`config.mk`:
```
export PLATFORM = sky130hd
export DESIGN_NAME = rmls_top
export DESIGN_NICKNAME = d
export VERILOG_FILES = /design/src/rtl/rmls_pkg.sv /design/src/rtl/rmls_top.sv /design/src/rtl/rmls_crc_counter.sv
export SDC_FILE = /design/constraint.sdc
export NUM_CORES = 1
export LEC_CHECK = 0
export BUFFER_PORTS_ARGS = -buffer_cell sky130_fd_sc_hd__buf_2
export CAP_MARGIN = 30
export CORE_UTILIZATION = 59
export DETAILED_ROUTE_END_ITERATION = 12
export PLACE_DENSITY_LB_ADDON = 0.08
export SYNTH_ARGS = -nofsm -noshare
export SYNTH_HDL_FRONTEND = slang
export SYNTH_SLANG_ARGS = --single-unit
```
`constraint.sdc`:
```
create_clock -name clk_i -period 5.5 [get_ports clk_i]
set_clock_uncertainty 0.2 [all_clocks]
set_input_delay 0.55 -clock clk_i [delete_from_list [all_inputs] [get_ports clk_i]]
set_output_delay 0.55 -clock clk_i [all_outputs]
set_load 0.03 [all_outputs]
```
`src/rtl/rmls_pkg.sv`:
```
package rmls_pkg;

    // ------------------------------------------------------------------
    // Register offsets
    // ------------------------------------------------------------------
    localparam logic [7:0] RMLS_OFF_MODE        = 8'h04;
    localparam logic [7:0] RMLS_OFF_DESER_ADDR  = 8'h06;
    localparam logic [7:0] RMLS_OFF_TARGET_PHYS = 8'h07;
    localparam logic [7:0] RMLS_OFF_TARGET_ALIAS = 8'h08;
    localparam logic [7:0] RMLS_OFF_CRC_LOW     = 8'h0A;
    localparam logic [7:0] RMLS_OFF_CRC_HIGH    = 8'h0B;
    localparam logic [7:0] RMLS_OFF_STATUS      = 8'h0C;

    // ------------------------------------------------------------------
    // Field positions and reset values
    // ------------------------------------------------------------------
    localparam int         RMLS_BIT_CRC_RESET   = 5;
    localparam int         RMLS_BIT_SELFTEST    = 3;
    localparam int         RMLS_BIT_PCLK        = 2;
    localparam int         RMLS_BIT_DESER_ERR   = 1;
    localparam int         RMLS_BIT_LINK        = 0;
    localparam logic [7:0] RMLS_RESET_BYTE      = 8'h00;
    localparam logic [6:0] RMLS_ADDR_OFF        = 7'h00;
    localparam int         RMLS_CRC_WIDTH       = 16;

endpackage

```
`src/rtl/rmls_top.sv`:
```
// Contract
// - Remote deserializer address in bits 7:1; zero disables remote access.
// - Transactions to the alias are remapped to the physical target address.
// - Alias decoded from bits 7:1; zero alias disables target access.
// - Sixteen-bit back-channel CRC count, low and high byte, read-only.
// - Both count bytes cleared while mode bit 5 is set.
// - Self-test CRC fault set on BIST error; cleared by link loss, restart, reset.
// - Status bit 2 shows pixel clock detected; resets to 0.
// - Deserializer error bit set on deserializer BIST error; cleared by link loss, reset.
// - Status bit 0 shows cable link detected; resets to 0.
// - CRC reset control never clears itself; counters stay cleared meanwhile.
//
`timescale 1ns/1ns
module rmls_top
    import rmls_pkg::*;
(
    input  wire logic       clk_i,
    input  wire logic       reset_n_i,
    // Register port from the serial control slave.
    input  wire logic [7:0] reg_addr_i,
    input  wire logic [7:0] reg_wdata_i,
    input  wire logic       reg_write_i,
    output logic      [7:0] reg_rdata_o,
    // Mode register bit that requests a counter clear.
    input  wire logic       crc_reset_ctrl_i,
    input  wire logic       hold_remote_address_i,
    // Control channel events and levels.
    input  wire logic       rx_lock_i,
    input  wire logic [6:0] lock_deser_address_i,
    input  wire logic       backchannel_crc_error_i,
    input  wire logic       bist_active_i,
    input  wire logic       bist_start_i,
    input  wire logic       deser_bist_error_i,
    input  wire logic       pclk_valid_i,
    input  wire logic       link_detect_i,
    // Local transaction address to be forwarded.
    input  wire logic [6:0] local_addr_i,
    output logic      [6:0] forward_addr_o,
    output logic            forward_deser_o,
    output logic            forward_target_o,
    output logic            remote_deser_enable_o
);

    // ------------------------------------------------------------------
    // Storage
    // ------------------------------------------------------------------
    logic [6:0]  remote_deser_address;
    logic [6:0]  remote_target_physical_address;
    logic [6:0]  remote_target_alias_address;
    logic        selftest_crc_fault;
    logic        deser_fault;
    logic        pclk_seen;
    logic        link_seen;
    logic        rx_lock_d;
    logic [15:0] crc_count;

    // ------------------------------------------------------------------
    // Decode
    // ------------------------------------------------------------------
    wire         wr_deser   = reg_write_i && (reg_addr_i == RMLS_OFF_DESER_ADDR);
    wire         wr_phys    = reg_write_i && (reg_addr_i == RMLS_OFF_TARGET_PHYS);
    wire         wr_alias   = reg_write_i && (reg_addr_i == RMLS_OFF_TARGET_ALIAS);
    wire         lock_rise  = rx_lock_i && !rx_lock_d;
    wire         auto_load  = lock_rise && !hold_remote_address_i;
    wire         link_loss  = !link_detect_i;
    wire         alias_on   = remote_target_alias_address != RMLS_ADDR_OFF;
    wire         deser_on   = remote_deser_address != RMLS_ADDR_OFF;
    wire         hit_alias  = alias_on && (local_addr_i == remote_target_alias_address);
    wire         hit_deser  = deser_on && (local_addr_i == remote_deser_address);
    wire         bist_err   = backchannel_crc_error_i && bist_active_i;
    wire         clr_sel    = link_loss || bist_start_i || crc_reset_ctrl_i;
    wire         clr_des    = link_loss || crc_reset_ctrl_i;
    // Every clear beats a same-cycle set: link loss and the held reset level
    // must read clean, and a self-test restart opens a fresh run.
    wire         next_sel   = !clr_sel && (selftest_crc_fault || bist_err);
    wire         next_des   = !clr_des && (deser_fault || deser_bist_error_i);
    wire [6:0]   next_fwd   = hit_alias ? remote_target_physical_address : local_addr_i;

    // Unused status bits read as zero; each flag sits at its package position.
    logic [7:0]  status_byte;
    always_comb begin
        status_byte                     = RMLS_RESET_BYTE;
        status_byte[RMLS_BIT_SELFTEST]  = selftest_crc_fault;
        status_byte[RMLS_BIT_PCLK]      = pclk_seen;
        status_byte[RMLS_BIT_DESER_ERR] = deser_fault;
        status_byte[RMLS_BIT_LINK]      = link_seen;
    end

    logic [7:0]  next_rdata;
    always_comb begin
        case (reg_addr_i)
            RMLS_OFF_DESER_ADDR:   next_rdata = {remote_deser_address, 1'b0};
            RMLS_OFF_TARGET_PHYS:  next_rdata = {remote_target_physical_address, 1'b0};
            RMLS_OFF_TARGET_ALIAS: next_rdata = {remote_target_alias_address, 1'b0};
            RMLS_OFF_CRC_LOW:      next_rdata = crc_count[7:0];
            RMLS_OFF_CRC_HIGH:     next_rdata = crc_count[15:8];
            RMLS_OFF_STATUS:       next_rdata = status_byte;
            default:               next_rdata = RMLS_RESET_BYTE;
        endcase
    end

    // ------------------------------------------------------------------
    // Counter
    // ------------------------------------------------------------------
    rmls_crc_counter #(
        .WIDTH (RMLS_CRC_WIDTH)
    ) u_count (
        .clk_i     (clk_i),
        .reset_n_i (reset_n_i),
        .clear_i   (crc_reset_ctrl_i),
        .count_i   (backchannel_crc_error_i),
        .count_o   (crc_count)
    );

    // ------------------------------------------------------------------
    // Registers
    // ------------------------------------------------------------------
    always_ff @(posedge clk_i or negedge reset_n_i) begin
        if (!reset_n_i) begin
            remote_deser_address <= RMLS_ADDR_OFF;
        end else if (wr_deser) begin
            // Software write wins; freezing is left to software.
            remote_deser_address <= reg_wdata_i[7:1];
        end else if (auto_load) begin
            remote_deser_address <= lock_deser_address_i;
        end
    end

    always_ff @(posedge clk_i or negedge reset_n_i) begin
        if (!reset_n_i) begin
            remote_target_physical_address <= RMLS_ADDR_OFF;
            remote_target_alias_address    <= RMLS_ADDR_OFF;
        end else begin
            if (wr_phys) begin
                remote_target_physical_address <= reg_wdata_i[7:1];
            end
            if (wr_alias) begin
                remote_target_alias_address <= reg_wdata_i[7:1];
            end
        end
    end

    always_ff @(posedge clk_i or negedge reset_n_i) begin
        if (!reset_n_i) begin
            selftest_crc_fault <= 1'b0;
            deser_fault        <= 1'b0;
            pclk_seen          <= 1'b0;
            link_seen          <= 1'b0;
            rx_lock_d          <= 1'b0;
        end else begin
            selftest_crc_fault <= next_sel;
            deser_fault        <= next_des;
            pclk_seen          <= pclk_valid_i;
            link_seen          <= link_detect_i;
            rx_lock_d          <= rx_lock_i;
        end
    end

    always_ff @(posedge clk_i or negedge reset_n_i) begin
        if (!reset_n_i) begin
            reg_rdata_o           <= RMLS_RESET_BYTE;
            forward_addr_o        <= RMLS_ADDR_OFF;
            forward_deser_o       <= 1'b0;
            forward_target_o      <= 1'b0;
            remote_deser_enable_o <= 1'b0;
        end else begin
            reg_rdata_o           <= next_rdata;
            forward_addr_o        <= next_fwd;
            forward_deser_o       <= hit_deser;
            forward_target_o      <= hit_alias;
            remote_deser_enable_o <= deser_on;
        end
    end

    // ------------------------------------------------------------------
    // Checks
    // ------------------------------------------------------------------
    a_alias_remap: assert property (@(posedge clk_i) disable iff (!reset_n_i)
        hit_alias |=> (forward_target_o && forward_addr_o == $past(remote_target_physical_address)))
        else $error("Alias hit not remapped to physical address.");

    a_alias_zero_off: assert property (@(posedge clk_i) disable iff (!reset_n_i)
        (remote_target_alias_address == RMLS_ADDR_OFF) |=> !forward_target_o)
        else $error("Zero alias still forwards to target.");

    a_deser_zero_off: assert property (@(posedge clk_i) disable iff (!reset_n_i)
        (remote_deser_address == RMLS_ADDR_OFF) |=> !remote_deser_enable_o)
        else $error("Zero deserializer address still enabled.");

    a_auto_load: assert property (@(posedge clk_i) disable iff (!reset_n_i)
        (lock_rise && !hold_remote_address_i && !wr_deser)
        |=> remote_deser_address == $past(lock_deser_address_i))
        else $error("Address not loaded on lock.");

    a_hold_blocks: assert property (@(posedge clk_i) disable iff (!reset_n_i)
        (hold_remote_address_i && !wr_deser) |=> $stable(remote_deser_address))
        else $error("Held address changed.");

    a_crc_clear: assert property (@(posedge clk_i) disable iff (!reset_n_i)
        crc_reset_ctrl_i [*2] |-> crc_count == 16'h0000)
        else $error("Count not held clear.");

    a_selftest_set: assert property (@(posedge clk_i) disable iff (!reset_n_i)
        (bist_err && !clr_sel) |=> selftest_crc_fault)
        else $error("Self-test fault not set.");

    a_selftest_clr: assert property (@(posedge clk_i) disable iff (!reset_n_i)
        clr_sel |=> !selftest_crc_fault)
        else $error("Self-test fault not cleared.");

    a_deser_err_clr: assert property (@(posedge clk_i) disable iff (!reset_n_i)
        clr_des |=> !deser_fault ##1 (link_seen == $past(link_detect_i)))
        else $error("Deserializer error not cleared.");

    a_status_levels: assert property (@(posedge clk_i) disable iff (!reset_n_i)
        1'b1 |=> (pclk_seen == $past(pclk_valid_i)))
        else $error("Pixel clock status wrong.");

    a_link_level: assert property (@(posedge clk_i) disable iff (!reset_n_i)
        1'b1 |=> (link_seen == $past(link_detect_i)))
        else $error("Link status wrong.");

    c_remap:      cover property (@(posedge clk_i) disable iff (!reset_n_i) hit_alias);
    c_saturate:   cover property (@(posedge clk_i) disable iff (!reset_n_i) &crc_count);
    c_auto_load:  cover property (@(posedge clk_i) disable iff (!reset_n_i) auto_load);
    c_bist_fault: cover property (@(posedge clk_i) disable iff (!reset_n_i) bist_err);

endmodule // rmls_top

```
`src/rtl/rmls_crc_counter.sv`:
```
`timescale 1ns/1ns
module rmls_crc_counter
    import rmls_pkg::*;
#(
    parameter int WIDTH = RMLS_CRC_WIDTH
) (
    input  wire logic             clk_i,
    input  wire logic             reset_n_i,
    input  wire logic             clear_i,
    input  wire logic             count_i,
    output logic      [WIDTH-1:0] count_o
);

    logic             at_max;
    logic [WIDTH-1:0] next_count;

    // ------------------------------------------------------------------
    // Saturating count
    // ------------------------------------------------------------------
    assign at_max     = &count_o;
    // Saturation keeps a long error burst from reading as a small count.
    assign next_count = clear_i ? '0 :
                        (count_i && !at_max) ? count_o + 1'b1 : count_o;

    always_ff @(posedge clk_i or negedge reset_n_i) begin
        if (!reset_n_i) begin
            count_o <= '0;
        end else begin
            count_o <= next_count;
        end
    end

    a_count_saturates: assert property (@(posedge clk_i) disable iff (!reset_n_i)
        (at_max && !clear_i) |=> at_max)
        else $error("Counter left its maximum without a clear.");

    a_clear_zeroes: assert property (@(posedge clk_i) disable iff (!reset_n_i)
        clear_i |=> (count_o == '0))
        else $error("Counter not zero after clear.");

endmodule // rmls_crc_counter

```
## After elaboration in Yosys (flattened, before gate mapping)

Cells that the tools add are included.

- Logic and storage cells: 56
- Output and inout port bits: 18
- Input bits: 42
- Register bits: 60

- Multiplexer cells: 6
- Equal/unequal tests: 8
- $add $sub $neg: 1
- Reductions and logical operators: 27

Operator list:

| cell | count |
|---|---|
| $pmux 8 s6 | 1 |
| $eq 8x4->1 const B | 4 |
| $mux 16 | 2 |
| $mux 7 | 3 |
| $add 16x1->16 const B | 1 |
| $eq 8x3->1 const B | 2 |
| $reduce_and 16->1 | 1 |
| $eq 7x7->1 | 2 |
| $reduce_bool 7->1 | 2 |
| $logic_and 1x1->1 | 11 |
| $logic_not 1->1 | 6 |
| $logic_or 1x1->1 | 5 |
| $reduce_bool 2->1 | 2 |

## Logic depth before layout (Yosys ltp)

- Word-level depth: 5
- Gate-level depth with buffers: 6
- Mapped depth without buffers: 5

## Cells and area by module

A second synthesis with hierarchy kept.

- Cells, all modules: 292
- Area total of the unflattened synthesis: 3168.0 µm²

Modules (own cells, without submodules):

| module | times used | area each (µm²) | cells each |
|---|---|---|---|
| rmls_top | 1 | 2164.6 | 184 |
| rmls_crc_counter | 1 | 1003.5 | 108 |

## Least setup slack after synthesis

OpenSTA, ideal clock, no wires.

- Path type: input to register
- Start point: in reg_addr_i[1]
- End point: reg remote_target_physical_address[0]
- Stages: 6
- Data arrival time: 1.818 ns
- Data required time: 5.175 ns
- Slack: 3.357 ns
- Setup time: 0.125 ns
- Cells stage by stage: buf_2 nor2b_1 nand3_1 or2_2 buf_2 mux2_2

- Longest elaborated chain between the ends: 2

RTL lines:

| item | line | text |
|---|---|---|
| start, declared | rmls_top.sv:20 | `input wire logic [7:0] reg_addr_i,` |
| $eq 8x3->1 | rmls_top.sv:61 | `wire wr_phys = reg_write_i && (reg_addr_i == RMLS_OFF_TARGET_PHYS);` |
| $logic_and 1x1->1 | rmls_top.sv:61 |  |
| end signal, assigned | rmls_top.sv:135 | `remote_target_physical_address <= reg_wdata_i[7:1];` |
| end, declared | rmls_top.sv:48 | `logic [6:0] remote_target_physical_address;` |

No other way between the ends.
A chain may end at the register's enable or synchronous reset.

## Final worst setup path

- Start point: reg u_count.count_o[0]
- End point: reg u_count.count_o[11]

- Longest elaborated chain between the ends: 4

RTL lines:

| item | line | text |
|---|---|---|
| start, declared | rmls_crc_counter.sv:11 | `output logic [WIDTH-1:0] count_o` |
| start signal, assigned | rmls_crc_counter.sv:29 | `count_o <= next_count;` |
| parallel branches: the longest is 4 deep, another holds $add 16x1->16 | -- |  |

Several ways; the timed one is not identified. The select of a mux whose other input is x is not followed.

==> out/summary.md <==
### Status
* **status** complete, no violations

### Min path
* **number of cells on the worst hold path** 1
* **startpoint of the worst hold path** pclk_valid_i
* **Worst Hold End** pclk_seen
* **type of the worst min-delay path** primary input to register

### Run
* **max_cap viols** 0

### Drt
* **wire length per cell** 17.10 µm
* **vias after detailed routing** 2458
* **DR iter-0 viols** 160
* **post-detailed-route count of antenna-violating nets** 0
* **Total Routed Length** 7013 µm
* **1st-pass router iterations** 4
* **drt drc** 0
* **Vias/cell** 5.995

### Clock tree
* **cell chosen for the clock root** sky130_fd_sc_hd__clkbuf_8
* **register clock-pin slew on the reported worst setup and hold paths** 0.07 ns
* **H-tree depth** 3
* **clock tree from TritonCTS** done
* **post_cts resized** 0
* **cts bufs inserted** 9
* **CTS Sinks** 60
* **count of hold buffers inserted by post-cts repair** 0
* **clock latency of the later-clocked register in the worst-skew pair** 0.34 ns
* **maximum clock path buffer count** 2
* **total setup buffers inserted after CTS** 0

### Yosys
* **Synth Area per Inst** 10.84 µm²
* **cell types occupying the most area after synthesis** sky130_fd_sc_hd__dfrtp_1 50%, sky130_fd_sc_hd__mux2_2 9.3%, sky130_fd_sc_hd__mux2i_1 7.3%, sky130_fd_sc_hd__a21oi_1 3.0%, sky130_fd_sc_hd__o21ai_0 2.6%
* **number of flops mapped to enable cells by yosys** 0
* **share of flip-flops with an asynchronous set or reset** 100.0%
* **number of register bits inferred by synthesis** 60
* **total of warnings raised by yosys** 0
* **part of the Yosys area used for sequential elements** 49.65%
* **distinct cell type count of the synthesized netlist** 38
* **area share of the leading cell type in the synthesized netlist** 49.65%
* **Syn Nets** 322
* **post-synthesis instance area** 0.003024 mm²
* **Yosys top cell by area** sky130_fd_sc_hd__dfrtp_1
* **synthesized instance count** 279
* **Post-synth top flop** sky130_fd_sc_hd__dfrtp_1

### Timing
* **total of endpoints with negative setup slack in the final report** 0
* **Setup Total Neg Slack** 0 ns
* **hold_ws** 0.1193 ns
* **Max Clock Freq** 425.8 MHz
* **fin crit period** 2.348 ns
* **RSZ-0062 raised after global routing** false
* **post-route clock period utilization** 42.70%
* **slew at the pin closest to its max-slew limit** 0.7425 ns
* **max-slew violation count** 0
* **total count of hold-check failures in the final report** 0
* **Slew Limit Headroom** 50.50%

### Global route
* **global-route usage over all layers** 28.84%
* **number of global-route vias before repair** 2311
* **Congestion Overflow GR** 0
* **number of antenna violations at the first check in global routing** 0
* **wire length of the first global-routing pass** 11270 µm
* **pin count of the biggest net entering global routing** 61

### Layout
* **share of layout cells above drive strength 1** 31.20%
* **diodes inserted** 0
* **final layout net count** 381
* **utilization after layout** 74.08%
* **layout-stage area growth over the synthesis result** 18.00%

### Die
* **I/O pin count** 60
* **overall die area** 0.005416 mm²
* **Core Footprint** 0.004817 mm²
* **std cell rows** 25
* **die height** 73.60 µm
* **effective utilization at floorplan** 62.78%
* **floorplan die width** 73.60 µm

### Setup path
* **master of the slowest instance on the critical path** sky130_fd_sc_hd__nor4_2
* **type of element launching the critical path** register
* **data arrival time of the critical path** 2.37 ns
* **worst reg-to-reg setup slack** 3.15 ns
* **data required time of the worst path** 5.52 ns
* **crit-path leading delay family** simple AND/OR/NAND/NOR gates
* **Buf/Inv on CP** 0
* **capture instance of the worst register-to-register path** u_count.count_o[11]
* **highest fanout seen on the critical path** 9
* **reg2reg start** u_count.count_o[0]
* **cell count of the worst reg-to-reg path** 5
* **path type of the worst setup path** register to register
* **worst path cell trace** ha_1 -> nand4_1 -> nor4_2 -> nor4_1 -> mux2_2
* **largest incremental delay on the critical path** 0.59 ns
* **type of destination of the critical path** register

### Power
* **internal power** 0.7453 mW
* **sw power** 0.2529 mW
* **pwr dens** 279.7 mW/mm²
* **worst ir drop on vdd** 221.1 µV
* **relative contribution of combinational cells to total power** 10.8%
* **part of the power in the clock network** 40.4%
* **sequential group share of total power** 48.8%
* **switching part of the total power** 25.33%
* **Static Leakage** 1.595 nW

### Place
* **last weighted congestion value of the routability-driven placer** 0.8283
* **number of buffers inserted by port buffering** 58
* **HPWL after DPL** 4778 µm

[power by group through the flow]
stage	sequential [mW]	combinational (mW)	clock, mW
after floorplan	0.493	0.0592	0
after global placement	0.493	0.105	0
after detailed placement	0.494	0.108	0
after CTS	0.487	0.109	0.406
after global routing	0.489	0.120	0.431
final	0.487	0.108	0.403
[layout make-up]
cell class | instances | area (µm²)
timing repair buffer | 60 | 305.3
clock inverter | 3 | 45.04
tap | 67 | 83.83
sequential | 60 | 1501
fill | 368 | 1249
multi-input combinational | 200 | 1448
inverter | 7 | 26.28
clock buffer | 13 | 158.9
[through the flow]
stage | power (mW) | worst slack [ns] | area (µm²) | cells
after CTS | 1.002 | 3.166 | 3568 | 410
after floorplan | 0.5526 | 3.357 | 3024 | 279
after global placement | 0.5986 | 3.061 | 3364 | 394
after global routing | 1.039 | 2.973 | 3568 | 410
final | 0.9982 | 3.152 | 3568 | 410
after detailed placement | 0.6023 | 3.000 | 3364 | 394
[placed cells by master, fill, tap and decap left out, types with 2 or more instances in the layout]
cell type / count
sky130_fd_sc_hd__dfrtp_1: 60
sky130_fd_sc_hd__buf_2: 58
sky130_fd_sc_hd__mux2_2: 25
sky130_fd_sc_hd__mux2i_1: 22
sky130_fd_sc_hd__nor2_1: 19
sky130_fd_sc_hd__a21oi_1: 18
sky130_fd_sc_hd__o21ai_0: 16
sky130_fd_sc_hd__nand2_1: 15
sky130_fd_sc_hd__nand3_1: 14
sky130_fd_sc_hd__clkbuf_8: 11
sky130_fd_sc_hd__nand4_1: 8
sky130_fd_sc_hd__xor2_1: 8
sky130_fd_sc_hd__inv_1: 7
sky130_fd_sc_hd__xnor2_1: 6
sky130_fd_sc_hd__or3_1: 6
sky130_fd_sc_hd__nor2b_1: 5
sky130_fd_sc_hd__nor3_1: 5
sky130_fd_sc_hd__nor4_1: 4
sky130_fd_sc_hd__or4_1: 4
sky130_fd_sc_hd__o31ai_1: 4
sky130_fd_sc_hd__o221ai_1: 3
sky130_fd_sc_hd__or2_2: 2
sky130_fd_sc_hd__o41ai_1: 2
sky130_fd_sc_hd__clkinvlp_4: 2
sky130_fd_sc_hd__clkbuf_1: 2
sky130_fd_sc_hd__buf_4: 2
[worst max path at each step]
stage                                  start                                 to  depth (start not counted)
after floorplan                reg_addr_i[1]  remote_target_physical_address[0]                          6
after global placement         reg_addr_i[1]  remote_target_physical_address[5]                          5
after detailed placement       reg_addr_i[5]     remote_target_alias_address[5]                          5
after CTS                 u_count.count_o[1]                u_count.count_o[11]                          5
after global routing      u_count.count_o[1]                u_count.count_o[11]                          5
final                     u_count.count_o[0]                u_count.count_o[11]                          5
[routing by layer]
metal	part of all wire, %	vias up	global-route usage [%]
li1	-	1143	-
met1	47	1200	41.01
met2	46	96	42.10
met3	5.1	19	5.761
met4	2.3	0	14.32
met5	0	-	0
[state kept, by name, summed over array words and instances, names as in the netlist, 7 cells and up]
| register | cells |
|---|---|
| remote_target_alias_address | 7 |
| remote_target_physical_address | 7 |
| u_count.count_o | 16 |
| reg_rdata_o | 8 |
| forward_addr_o | 7 |
| remote_deser_address | 7 |
[cell families (layout without fill, tap and decap cells)]
| logic type | after synthesis | count (layout) | synth area share [%] |
|---|---|---|---|
| buf+inv | 19 | 83 | 2.482 |
| xor+xnor | 14 | 14 | 4.055 |
| simple gates | 90 | 90 | 16.22 |
| flops | 60 | 60 | 49.65 |
| fa+ha+maj | 1 | 1 | 0.4137 |
| compound gates | 48 | 48 | 10.59 |
| mux | 47 | 47 | 16.59 |
[Yosys cell counts, types with 2 or more instances]
master,n
sky130_fd_sc_hd__a21oi_1,18
sky130_fd_sc_hd__buf_1,3
sky130_fd_sc_hd__buf_2,3
sky130_fd_sc_hd__clkbuf_1,6
sky130_fd_sc_hd__dfrtp_1,60
sky130_fd_sc_hd__inv_1,7
sky130_fd_sc_hd__mux2_2,25
sky130_fd_sc_hd__mux2i_1,22
sky130_fd_sc_hd__nand2_1,15
sky130_fd_sc_hd__nand3_1,14
sky130_fd_sc_hd__nand4_1,8
sky130_fd_sc_hd__nor2_1,19
sky130_fd_sc_hd__nor2b_1,5
sky130_fd_sc_hd__nor3_1,5
sky130_fd_sc_hd__nor4_1,4
sky130_fd_sc_hd__o21ai_0,16
sky130_fd_sc_hd__o221ai_1,3
sky130_fd_sc_hd__o31ai_1,4
sky130_fd_sc_hd__o41ai_1,2
sky130_fd_sc_hd__or2_2,2
sky130_fd_sc_hd__or3_1,6
sky130_fd_sc_hd__or4_1,4
sky130_fd_sc_hd__xnor2_1,6
sky130_fd_sc_hd__xor2_1,8
Power figures use the tool's default switching activity.
